### src/flow_exec_defines.vh
// constants for the branch, call, return and port execution block
`ifndef FLOW_EXEC_DEFINES_VH
`define FLOW_EXEC_DEFINES_VH
// ****************************************
// opcodes
// ****************************************
`define OP_REL_JUMP 8'h18
`define OP_LOOP 8'h10
`define OP_CALL 8'hCD
`define OP_SUB_EXIT 8'hC9
`define OP_PREFIX 8'hED
`define OP_OUTN 8'hD3
`define OP_INN 8'hDB
`define OP_MSEXIT 8'h4D
`define OP_NMEXIT 8'h45
`define OP_IN_BLK_REP 8'hB2
`define OP_OUT_BLK_REP 8'hB3
`define OP_INI 8'hA2
`define OP_OUTI 8'hA3
// ****************************************
// flag positions and misc
// ****************************************
`define F_S 7
`define F_Z 6
`define F_PV 2
`define F_C 0
`define STACK_RESET 16'hFFFF
`define PROG_RESET 16'h0000
`define FIFO_DEPTH 8
`define FIFO_AW 3
`define T_COND_FALSE_CALL 5'h0A
`define T_CALL 5'h11
`define T_EXIT_FALSE 5'h05
`define T_EXIT_TRUE 5'h0B
`define T_EXIT 5'h0A
`define T_SVC_EXIT 5'h0E
`define T_OUTN 5'h0B
`define T_REL_TAKEN 5'h0C
`define T_REL_NOT 5'h07
`define T_LOOP_TAKEN 5'h0D
`define T_LOOP_NOT 5'h08
`define T_BLK_REP 5'h15
`define T_BLK_LAST 5'h10
`define T_RST 5'h0B
`define M_BLK_REP 3'h5
`define M_BLK_LAST 3'h4
`define M_REL_TAKEN 3'h3
`define M_REL_NOT 3'h2
`endif

### src/word_fifo.v
// synchronous fifo with valid/ready on both sides
module word_fifo #(
    parameter WIDTH = 8,
    parameter DEPTH = 8,
    parameter AW = 3
)
(
    input wire sys_clk,
    input wire rst,
    input wire [WIDTH-1:0] in_data,
    input wire in_valid,
    output wire in_ready,
    output wire [WIDTH-1:0] out_data,
    output wire out_valid,
    input wire out_ready
);
    reg [WIDTH-1:0] mem [0:DEPTH-1];
    reg [AW-1:0] wr_ptr_reg;
    reg [AW-1:0] rd_ptr_reg;
    reg [AW:0] count_reg;
    wire push;
    wire pop;
    // honest full/empty from the occupancy count
    assign in_ready = (count_reg != DEPTH);
    assign out_valid = (count_reg != 0);
    assign out_data = mem[rd_ptr_reg];
    assign push = in_valid && in_ready;
    assign pop = out_valid && out_ready;
    // pointer and count update
    always @(posedge sys_clk)
    begin
        if (rst)
        begin
            wr_ptr_reg <= {AW{1'b0}};
            rd_ptr_reg <= {AW{1'b0}};
            count_reg <= {(AW+1){1'b0}};
        end
        else
        begin
            if (push)
                wr_ptr_reg <= wr_ptr_reg + 1'b1;
            if (pop)
                rd_ptr_reg <= rd_ptr_reg + 1'b1;
            if (push && !pop)
                count_reg <= count_reg + 1'b1;
            else if (pop && !push)
                count_reg <= count_reg - 1'b1;
        end
    end
    // storage has no reset; only valid words are read
    always @(posedge sys_clk)
    begin
        if (push)
            mem[wr_ptr_reg] <= in_data;
    end
endmodule // word_fifo

### src/flow_exec.v
// execution core for relative jumps, call/return/restart and port i/o
`include "flow_exec_defines.vh"
module flow_exec
(
    input wire sys_clk,
    input wire rst,
    input wire [7:0] op_byte,
    input wire [7:0] op_arg1,
    input wire [7:0] op_arg2,
    input wire op_valid,
    output reg op_ready,
    input wire [7:0] mem_rdata,
    input wire [7:0] port_rdata,
    input wire [7:0] acc_in,
    input wire nmi_entry,
    input wire ei_set,
    input wire di_clr,
    output reg [15:0] program_counter,
    output reg [15:0] stack_pointer,
    output reg [7:0] flags,
    output reg [7:0] b_count,
    output reg interrupt_enable_primary,
    output reg interrupt_enable_shadow,
    output reg [15:0] bus_addr,
    output reg [7:0] bus_wdata,
    output reg mem_wr,
    output reg mem_rd,
    output reg io_wr,
    output reg io_rd,
    output reg [4:0] t_states,
    output reg [2:0] m_cycles,
    output reg done,
    output reg [7:0] in_word,
    output reg in_word_valid,
    input wire in_word_ready
);
    // ****************************************
    // decode helpers
    // ****************************************
    // condition code evaluation, shared by jumps, calls and returns
    function cond_true;
        input [2:0] cc;
        input [7:0] f;
        begin
            case (cc)
                3'h0: cond_true = ~f[`F_Z];
                3'h1: cond_true = f[`F_Z];
                3'h2: cond_true = ~f[`F_C];
                3'h3: cond_true = f[`F_C];
                3'h4: cond_true = ~f[`F_PV];
                3'h5: cond_true = f[`F_PV];
                3'h6: cond_true = ~f[`F_S];
                default: cond_true = f[`F_S];
            endcase
        end
    endfunction
    // relative target: pc of the instruction plus two plus signed displacement
    function [15:0] rel_target;
        input [15:0] pc;
        input [7:0] disp;
        begin
            rel_target = pc + 16'h0002 + {{8{disp[7]}}, disp};
        end
    endfunction
    // ****************************************
    // states
    // ****************************************
    localparam S_IDLE = 3'h0;
    localparam S_PUSH_HI = 3'h1;
    localparam S_PUSH_LO = 3'h2;
    localparam S_POP_LO = 3'h3;
    localparam S_POP_HI = 3'h4;
    localparam S_BLK = 3'h5;
    localparam S_BLK_WAIT = 3'h6;
    localparam S_POP_END = 3'h7;
    reg [2:0] state_reg;
    reg [15:0] target_reg;
    reg [15:0] ret_pc_reg;
    reg [4:0] t_reg;
    reg [2:0] m_reg;
    reg repeat_reg;
    reg out_dir_reg;
    reg [15:0] hl_reg;
    reg [7:0] c_port_reg;
    reg [7:0] pop_lo_reg;
    reg nm_exit_reg;
    wire [7:0] b_dec;
    wire fifo_in_ready;
    wire fifo_out_valid;
    wire [7:0] fifo_out_data;
    wire ed_pfx;
    wire [2:0] cc_field;
    assign b_dec = b_count - 8'h01;
    assign ed_pfx = (op_byte == `OP_PREFIX);
    assign cc_field = op_byte[5:3];
    // input words from block input steps are buffered toward the user
    word_fifo #(.WIDTH(8), .DEPTH(`FIFO_DEPTH), .AW(`FIFO_AW)) u_fifo
    (
        .sys_clk(sys_clk),
        .rst(rst),
        .in_data(port_rdata),
        .in_valid(state_reg == S_BLK && !out_dir_reg),
        .in_ready(fifo_in_ready),
        .out_data(fifo_out_data),
        .out_valid(fifo_out_valid),
        .out_ready(in_word_ready && !in_word_valid)
    );
    // ****************************************
    // main sequencer
    // ****************************************
    // flags only change in block port steps; branches never touch them
    always @(posedge sys_clk)
    begin
        if (rst)
        begin
            state_reg <= S_IDLE;
            program_counter <= `PROG_RESET;
            stack_pointer <= `STACK_RESET;
            flags <= 8'h00;
            b_count <= 8'h00;
            interrupt_enable_primary <= 1'b0;
            interrupt_enable_shadow <= 1'b0;
            bus_addr <= 16'h0000;
            bus_wdata <= 8'h00;
            mem_wr <= 1'b0;
            mem_rd <= 1'b0;
            io_wr <= 1'b0;
            io_rd <= 1'b0;
            t_states <= 5'h00;
            m_cycles <= 3'h0;
            done <= 1'b0;
            op_ready <= 1'b1;
            target_reg <= 16'h0000;
            ret_pc_reg <= 16'h0000;
            t_reg <= 5'h00;
            m_reg <= 3'h0;
            repeat_reg <= 1'b0;
            out_dir_reg <= 1'b0;
            hl_reg <= 16'h0000;
            c_port_reg <= 8'h00;
            pop_lo_reg <= 8'h00;
            nm_exit_reg <= 1'b0;
        end
        else
        begin
            mem_wr <= 1'b0;
            mem_rd <= 1'b0;
            io_wr <= 1'b0;
            io_rd <= 1'b0;
            done <= 1'b0;
            // interrupt enables: nmi saves primary into shadow
            if (nmi_entry)
            begin
                interrupt_enable_shadow <= interrupt_enable_primary;
                interrupt_enable_primary <= 1'b0;
            end
            else if (ei_set)
            begin
                interrupt_enable_primary <= 1'b1;
                interrupt_enable_shadow <= 1'b1;
            end
            else if (di_clr)
            begin
                interrupt_enable_primary <= 1'b0;
                interrupt_enable_shadow <= 1'b0;
            end
            case (state_reg)
                S_IDLE:
                begin
                    if (op_valid && op_ready)
                    begin
                        op_ready <= 1'b0;
                        done <= 1'b1;
                        if (op_byte == `OP_REL_JUMP)
                        begin
                            program_counter <= rel_target(program_counter,
                                op_arg1);
                            t_states <= `T_REL_TAKEN;
                            m_cycles <= `M_REL_TAKEN;
                            op_ready <= 1'b1;
                        end
                        else if (op_byte[7:5] == 3'h1 && op_byte[2:0] == 3'h0)
                        begin
                            // conditional relative jump, nz/z/nc/c only
                            op_ready <= 1'b1;
                            if (cond_true({1'b0, op_byte[4:3]}, flags))
                            begin
                                program_counter <= rel_target(
                                    program_counter, op_arg1);
                                t_states <= `T_REL_TAKEN;
                                m_cycles <= `M_REL_TAKEN;
                            end
                            else
                            begin
                                program_counter <= program_counter + 16'h0002;
                                t_states <= `T_REL_NOT;
                                m_cycles <= `M_REL_NOT;
                            end
                        end
                        else if (op_byte == `OP_LOOP)
                        begin
                            b_count <= b_dec;
                            op_ready <= 1'b1;
                            if (b_dec != 8'h00)
                            begin
                                program_counter <= rel_target(
                                    program_counter, op_arg1);
                                t_states <= `T_LOOP_TAKEN;
                                m_cycles <= `M_REL_TAKEN;
                            end
                            else
                            begin
                                program_counter <= program_counter + 16'h0002;
                                t_states <= `T_LOOP_NOT;
                                m_cycles <= `M_REL_NOT;
                            end
                        end
                        else if (op_byte == `OP_CALL ||
                            (op_byte[7:6] == 2'h3 && op_byte[2:0] == 3'h4))
                        begin
                            if (op_byte == `OP_CALL ||
                                cond_true(cc_field, flags))
                            begin
                                done <= 1'b0;
                                ret_pc_reg <= program_counter + 16'h0003;
                                target_reg <= {op_arg2, op_arg1};
                                t_reg <= `T_CALL;
                                m_reg <= 3'h5;
                                state_reg <= S_PUSH_HI;
                            end
                            else
                            begin
                                program_counter <= program_counter + 16'h0003;
                                t_states <= `T_COND_FALSE_CALL;
                                m_cycles <= 3'h3;
                                op_ready <= 1'b1;
                            end
                        end
                        else if (op_byte[7:6] == 2'h3 && op_byte[2:0] == 3'h7)
                        begin
                            done <= 1'b0;
                            ret_pc_reg <= program_counter + 16'h0001;
                            target_reg <= {8'h00, 2'h0, op_byte[5:3],
                                3'h0};
                            t_reg <= `T_RST;
                            m_reg <= 3'h3;
                            state_reg <= S_PUSH_HI;
                        end
                        else if (op_byte == `OP_SUB_EXIT ||
                            (op_byte[7:6] == 2'h3 && op_byte[2:0] == 3'h0))
                        begin
                            if (op_byte == `OP_SUB_EXIT ||
                                cond_true(cc_field, flags))
                            begin
                                done <= 1'b0;
                                nm_exit_reg <= 1'b0;
                                t_reg <= (op_byte == `OP_SUB_EXIT) ? `T_EXIT
                                    : `T_EXIT_TRUE;
                                m_reg <= 3'h3;
                                state_reg <= S_POP_LO;
                                mem_rd <= 1'b1;
                                bus_addr <= stack_pointer;
                            end
                            else
                            begin
                                program_counter <= program_counter + 16'h0001;
                                t_states <= `T_EXIT_FALSE;
                                m_cycles <= 3'h1;
                                op_ready <= 1'b1;
                            end
                        end
                        else if (ed_pfx && (op_arg1 == `OP_MSEXIT ||
                            op_arg1 == `OP_NMEXIT))
                        begin
                            done <= 1'b0;
                            nm_exit_reg <= (op_arg1 == `OP_NMEXIT);
                            t_reg <= `T_SVC_EXIT;
                            m_reg <= 3'h4;
                            state_reg <= S_POP_LO;
                            mem_rd <= 1'b1;
                            bus_addr <= stack_pointer;
                        end
                        else if (op_byte == `OP_OUTN)
                        begin
                            bus_addr <= {acc_in, op_arg1};
                            bus_wdata <= acc_in;
                            io_wr <= 1'b1;
                            program_counter <= program_counter + 16'h0002;
                            t_states <= `T_OUTN;
                            m_cycles <= 3'h3;
                            op_ready <= 1'b1;
                        end
                        else if (ed_pfx && (op_arg1 == `OP_IN_BLK_REP ||
                            op_arg1 == `OP_OUT_BLK_REP || op_arg1 == `OP_INI ||
                            op_arg1 == `OP_OUTI))
                        begin
                            // arg2 carries the port, b_count the length
                            done <= 1'b0;
                            repeat_reg <= op_arg1[4];
                            out_dir_reg <= op_arg1[0];
                            c_port_reg <= op_arg2;
                            state_reg <= S_BLK_WAIT;
                        end
                        else
                        begin
                            // unsupported: skip one byte
                            program_counter <= program_counter + 16'h0001;
                            op_ready <= 1'b1;
                        end
                    end
                end
                S_PUSH_HI:
                begin
                    bus_addr <= stack_pointer - 16'h0001;
                    bus_wdata <= ret_pc_reg[15:8];
                    mem_wr <= 1'b1;
                    state_reg <= S_PUSH_LO;
                end
                S_PUSH_LO:
                begin
                    bus_addr <= stack_pointer - 16'h0002;
                    bus_wdata <= ret_pc_reg[7:0];
                    mem_wr <= 1'b1;
                    stack_pointer <= stack_pointer - 16'h0002;
                    program_counter <= target_reg;
                    t_states <= t_reg;
                    m_cycles <= m_reg;
                    done <= 1'b1;
                    op_ready <= 1'b1;
                    state_reg <= S_IDLE;
                end
                S_POP_LO:
                begin
                    // second read goes out in the same cycle the first byte is back
                    mem_rd <= 1'b1;
                    bus_addr <= stack_pointer + 16'h0001;
                    state_reg <= S_POP_HI;
                end
                S_POP_HI:
                begin
                    // read data stand only in the cycle after mem_rd
                    pop_lo_reg <= mem_rdata;
                    state_reg <= S_POP_END;
                end
                S_POP_END:
                begin
                    program_counter <= {mem_rdata, pop_lo_reg};
                    stack_pointer <= stack_pointer + 16'h0002;
                    if (nm_exit_reg)
                        interrupt_enable_primary <=
                            interrupt_enable_shadow;
                    t_states <= t_reg;
                    m_cycles <= m_reg;
                    done <= 1'b1;
                    op_ready <= 1'b1;
                    state_reg <= S_IDLE;
                end
                S_BLK_WAIT:
                begin
                    // input steps stall while the fifo is full
                    if (out_dir_reg || fifo_in_ready)
                    begin
                        bus_addr <= {b_count, c_port_reg};
                        if (out_dir_reg)
                        begin
                            io_wr <= 1'b1;
                            bus_wdata <= mem_rdata;
                        end
                        else
                            io_rd <= 1'b1;
                        state_reg <= S_BLK;
                    end
                end
                S_BLK:
                begin
                    b_count <= b_dec;
                    flags[`F_Z] <= (b_dec == 8'h00);
                    hl_reg <= hl_reg + 16'h0001;
                    if (repeat_reg && b_dec != 8'h00)
                    begin
                        t_states <= `T_BLK_REP;
                        m_cycles <= `M_BLK_REP;
                        state_reg <= S_BLK_WAIT;
                    end
                    else
                    begin
                        t_states <= `T_BLK_LAST;
                        m_cycles <= `M_BLK_LAST;
                        program_counter <= program_counter + 16'h0002;
                        done <= 1'b1;
                        op_ready <= 1'b1;
                        state_reg <= S_IDLE;
                    end
                end
                default:
                    state_reg <= S_IDLE;
            endcase
        end
    end
    // ****************************************
    // buffered input words
    // ****************************************
    // output register keeps the top-level port straight from a flop
    always @(posedge sys_clk)
    begin
        if (rst)
        begin
            in_word <= 8'h00;
            in_word_valid <= 1'b0;
        end
        else if (!in_word_valid && fifo_out_valid && in_word_ready)
        begin
            in_word <= fifo_out_data;
            in_word_valid <= 1'b1;
        end
        else
            in_word_valid <= 1'b0;
    end
endmodule // flow_exec

### config.mk
export PLATFORM = sky130hd
export DESIGN_NAME = flow_exec
export DESIGN_NICKNAME = d
export VERILOG_FILES = /design/src/word_fifo.v /design/src/flow_exec.v
export VERILOG_INCLUDE_DIRS = /design/src
export SDC_FILE = /design/constraint.sdc
export NUM_CORES = 1
export LEC_CHECK = 0
export BUFFER_PORTS_ARGS = -buffer_cell sky130_fd_sc_hd__buf_2
export CAP_MARGIN = 10
export CORE_UTILIZATION = 60
export DETAILED_ROUTE_END_ITERATION = 12
export GPL_ROUTABILITY_DRIVEN = 0
export HOLD_SLACK_MARGIN = 0.02
export PLACE_DENSITY = 0.82
export SLEW_MARGIN = 0
export SYNTH_ARGS = -nofsm -noshare
export SYNTH_HDL_FRONTEND = slang
export SYNTH_SLANG_ARGS = --single-unit
export TNS_END_PERCENT = 30
### constraint.sdc
create_clock -name sys_clk -period 4.5 [get_ports sys_clk]
set_input_delay 0.675 -clock sys_clk [delete_from_list [all_inputs] [get_ports sys_clk]]
set_output_delay 0.675 -clock sys_clk [all_outputs]
set_load 0.005 [all_outputs]
======== Word level (Yosys, flattened, before mapping) ========
Memory sizes are Yosys's and may differ from the RTL's. A register that Yosys moved wholly into a read port is not among the register bits.
Index checks and enable logic that the tools add are counted.
Widths: inputs -> output; s select.
word-level totals
  register bits after elaboration ......... 154
  bits in latches ......................... 0
  memory bits (writable) .................. 64
  ROM bits ................................ 0
  bits of input ports ..................... 55
  output and inout bits ................... 97
  memories ................................ 1
operators by class
  $add $sub $neg .......................... 13
  multipliers ............................. 0
  div/mod/pow operators ................... 0
  order comparisons ....................... 0
  equality and inequality tests ........... 59
  shift-type cells ........................ 0
  mux-type cells .......................... 189
  bitwise operators ....................... 11
  reductions and logical operators ........ 62
memory list
  name        depth  bits a word  rd ports  clocked after memory_dff  write ports  line            RTL
  u_fifo.mem  8      8            1         1                         1            word_fifo.v:17  reg [WIDTH-1:0] mem [0:DEPTH-1];
operator list
  operator               number
  $mux 16                32
  $mux 8                 15
  $mux 3                 32
  $mux 5                 17
  $pmux 16 s5            1
  $mux 1                 76
  $eq 8x8->1 const B     8
  $pmux 16 s4            1
  $add 16x2->16 const B  3
  $add 16x1->16 const B  2
  $pmux 16 s2            1
  $pmux 8 s4             1
  $ne 2x2->1 const B     13
  $eq 3x3->1 const B     8
  $ne 6x6->1 const B     4
  $ne 7x7->1 const B     3
  $pmux 3 s7             1
  $reduce_and 9->1       2
  $add 16x16->16         1
  $eq 8x5->1 const B     2
  $eq 8x7->1 const B     2
  $logic_and 1x1->1      16
  $pmux 8 s2             1
  $reduce_and 8->1       2
  other kinds (41)       90

======== Depth between registers and ports, before layout ========
  word-level depth ........................ 22
  gate-level depth with buffers ........... 16

======== Cells and area by module ========
From an unflattened synthesis, not the netlist that was laid out.
unflattened totals
  cell total of the unflattened synthesis .. 1604
  area total of the unflattened synthesis .. 13649.3 µm²
by module, submodules not included
  module     times used  cells each  area each (µm²)  sequential area each (µm²)
  flow_exec  1           1438        10532.6          3002.9
  word_fifo  1           166         3116.7           2182.1

======== Least setup slack after synthesis ========
No wires, ideal clock.
  kind .................................... register to register
  start point ............................. register program_counter[5]
  end point ............................... register program_counter[15]
  library setup time ...................... 0.131 ns
  data arrival time ....................... 3.277 ns
  data required time ...................... 4.369 ns
  slack ................................... 1.092 ns
  cell stages (with the launch flop) ...... 15
  clock period less this slack ............ 3.408 ns
  cells stage by stage .................... dfxtp_1 -> clkbuf_1 -> and3_1 -> nand3_1 -> nor2_1 -> xor2_1 -> ha_1 -> a21oi_1 -> o21ai_0 -> or3_1 -> o21ai_0 -> a311oi_1 -> mux2i_1 -> a2111oi_0 -> nor3_1
between the ends
  word-level cells in the longest chain between the ends .. 12
  elaborated cells between the ends (all ways) .. 20
  those cells by class .................... 4 x add/sub; 16 x mux
RTL lines
  item                                                                    line             RTL
  from (decl)                                                             flow_exec.v:18   output reg [15:0] program_counter,
  from (signal assigned)                                                  flow_exec.v:117  program_counter <= `PROG_RESET;
  from (signal assigned)                                                  flow_exec.v:176  program_counter <= rel_target(program_counter,
  from (signal assigned)                                                  flow_exec.v:188  program_counter <= rel_target(
  parallel branches: the longest is 11 deep, another holds $add 16x2->16  n/a
  $pmux 16 s4 (*)                                                         flow_exec.v:167  case (state_reg)
Mark *: on every way between the ends. The select of a mux whose other input is x is not followed.
A chain may end at the register's enable or synchronous reset.

======== Worst setup path after layout ========
  start point ............................. register program_counter[2]
  end point ............................... register program_counter[15]
The elaborated chain is that of the path after synthesis.

==> flow_summary.yaml <==
sta:
  relSlewSlack_pct: 27.5
  hold_slack_ps: 399
  fmax_mhz: 246
  hold_viol: 0
  fin_crit_sh_pct: 90.3
  tightest_slew_ps: 1080
  maxSlewViolCount: 0
  final.setup_skew_ps: 10.0
  setup_tns_ps: 0
  setup-violations-final: 0
  rsz0062_at_grt: "false"
  post-route-min-period_ps: 4060
global_routing:
  grt_max_degree: 105
  grt_pass1_wl_um: 63700
  grt_pass1_vias: 11900
  antenna_found_initial: 4
  gr-usage-all-layers_pct: 36.5
  overflow: 0
cells_and_area:
  final_cell_mix: "nor2_1, nand2_1, dfxtp_1"
  largest_register_ffs: 64
  drive_above_1_share_pct: 14.7
  regMostFlops: "u_fifo.mem"
  mostFrequentLayoutCell: "nor2_1"
  nNetsFinal: 1722
  area_growth_syn_to_layout_pct: 12.6
clocking:
  numCtsBuffers: 24
  cts-resized-gates: 0
  htree_levels: 1
  cts_root_buffer: "clkbuf_16"
  clock-sinks: 224
  hold_buffers: 0
  clk-insertion-delay-late_ps: 540
  clockBufferDepth: 3
  cts_tree: "yes"
  path_clk_slew_ps: 70
  postCtsSetupRepairBufs: 0
hold_path:
  hp-class: "in2reg"
synth:
  synth-seq-cells: 224
  async_reset_ff_share_pct: 0
  syn-cell-area_um2: 13200
  synthCells: 1557
  yosysSeqAreaShare_pct: 38.7
  synth_edf_count: 64
  synth_ff_type: "dfxtp_1"
  avgSynthCellArea_um2: 8.50
  ys_types: 78
  yosys_warnings: 0
route:
  drc_errors: 0
  vias: 13100
  viasPerCell: 6.80
  drt_iter0_drc: 2064
  routedWlPerCell_um: 21.8
  first_pass_iters: 6
  totalWireLength_um: 42200
  final_antenna_net_count: 0
worst_setup_path:
  arrival_ps: 4460
  required_ps: 4900
  startpoint_type: "flip-flop"
  cp_max_fo: 12
  setup.worst_path.end_class: "flip-flop"
  crit_type: "reg2reg"
power:
  power_density_nw_per_um2: 508
  p_total_mw: 7.57
  p_leak_nw: 5.81
  ir_worst_vdd_mv: 0.490
placement:
  place_hpwl_um: 29600
  portBuffers: 143
floorplanning:
  coreArea_um2: 21300
  fp-row-count: 53
  die_h_um: 150
  start_util_pct: 62.1
  dieWidth_um: 150
  ioPinCount: 152
  dieArea_um2: 22600
run:
  maxCapViolCount: 0
status:
  status: "complete, no violations"
-- synthesized netlist by cell type, types with 4 or more instances --
cell / instances / area [um^2]
a211oi_1: 40 / 300
nor2_1: 211 / 792
buf_2: 8 / 40.0
nand2_1: 173 / 649
a31oi_1: 9 / 56.3
o22ai_1: 8 / 50.1
a21o_1: 8 / 60.1
xnor2_1: 54 / 473
nor3b_1: 7 / 52.6
nor3_1: 47 / 235
edfxtp_1: 64 / 1920
inv_1: 23 / 86.3
clkbuf_1: 99 / 372
nand3_1: 35 / 175
o211ai_1: 10 / 75.1
nor2b_1: 5 / 31.3
nand4_1: 18 / 113
a2111oi_0: 5 / 43.8
o41ai_1: 5 / 43.8
buf_1: 13 / 48.8
dfxtp_1: 160 / 3200
o21bai_1: 4 / 30.0
a21oi_1: 108 / 541
or3_1: 6 / 37.5
a311oi_1: 12 / 105
a221oi_1: 31 / 272
ha_1: 31 / 388
a222oi_1: 10 / 100
buf_4: 8 / 60.1
nand2b_1: 20 / 125
nor4_1: 13 / 81.3
a22oi_1: 12 / 90.1
or2_2: 4 / 25.0
mux2i_1: 45 / 450
o21a_1: 11 / 82.6
mux4_2: 16 / 360
o221ai_1: 11 / 96.3
and2_1: 7 / 43.8
a211o_1: 4 / 35.0
o21ai_0: 76 / 380
xor2_1: 35 / 307
and3_1: 22 / 138
nand3b_1: 8 / 60.1
-- final timing paths --
check	startpoint	end	slack [ps]	depth (start not counted)
setup / recovery	program_counter[2]	program_counter[15]	440	12
hold / removal	op_arg2[1]	c_port_reg[1]	400	3
setup reg to reg	program_counter[2]	program_counter[15]	440	12
hold reg to reg	target_reg[6]	target_reg[6]	460	2
-- routing by layer --
layer	GRT usage [%]	wire length, um	up-vias
li1	-	-	5833
met1	45.6	15500	6137
met2	59.2	19200	966
met3	7.12	4800	202
met4	20.1	2660	0
met5	0	0	-
-- critical path, cell delays in order, from the launching register on --
cell	delay [ps]
dfxtp_1	580
ha_1	430
nand2_1	210
xnor2_1	410
ha_1	370
nand2_1	90
o21ai_0	110
or3_1	340
o21ai_0	450
a311oi_1	220
mux2i_1	160
a2111oi_0	470
nor3_1	80
-- power breakdown --
group | switching (mW) | leakage [nW] | internal [mW] | total, mW
clock | 0.844 | 0.409 | 1.25 | 2.10
sequential | 0.282 | 1.87 | 2.31 | 2.59
combinational | 1.74 | 3.53 | 1.14 | 2.88
-- final cells by class --
| type | instances | area [um^2] |
|---|---|---|
| clock inverters | 10 | 163 |
| multi-input cells | 1186 | 7510 |
| repair buffers | 174 | 963 |
| flip-flops and latches | 224 | 5120 |
| diodes | 4 | 10.0 |
| well taps | 275 | 344 |
| inverters | 24 | 90.1 |
| fillers | 1653 | 6390 |
| clock buffers | 34 | 688 |
-- cell families after synthesis --
family	Yosys count	synth area share, %
and+or+nand+nor	597	20.9
AOI/OAI and AO/OA	396	20.2
DFF	224	38.7
buffers and inverters	153	4.70
xor gates and xnor gates	89	5.89
muxes	63	6.30
adders and majority gates	33	3.23
other	2	0.0568
-- stage by stage --
stage	util (%)	instances	area, um^2	setup WS (ps)
after global routing	69.9	1929	14900	220
after detailed placement	65.9	1883	14000	575
after floorplan	-	1563	13300	1090
after global placement	65.9	1883	14000	804
after CTS	69.9	1927	14900	579
final	70.0	1931	14900	437
(Power assumes the default switching activity.)
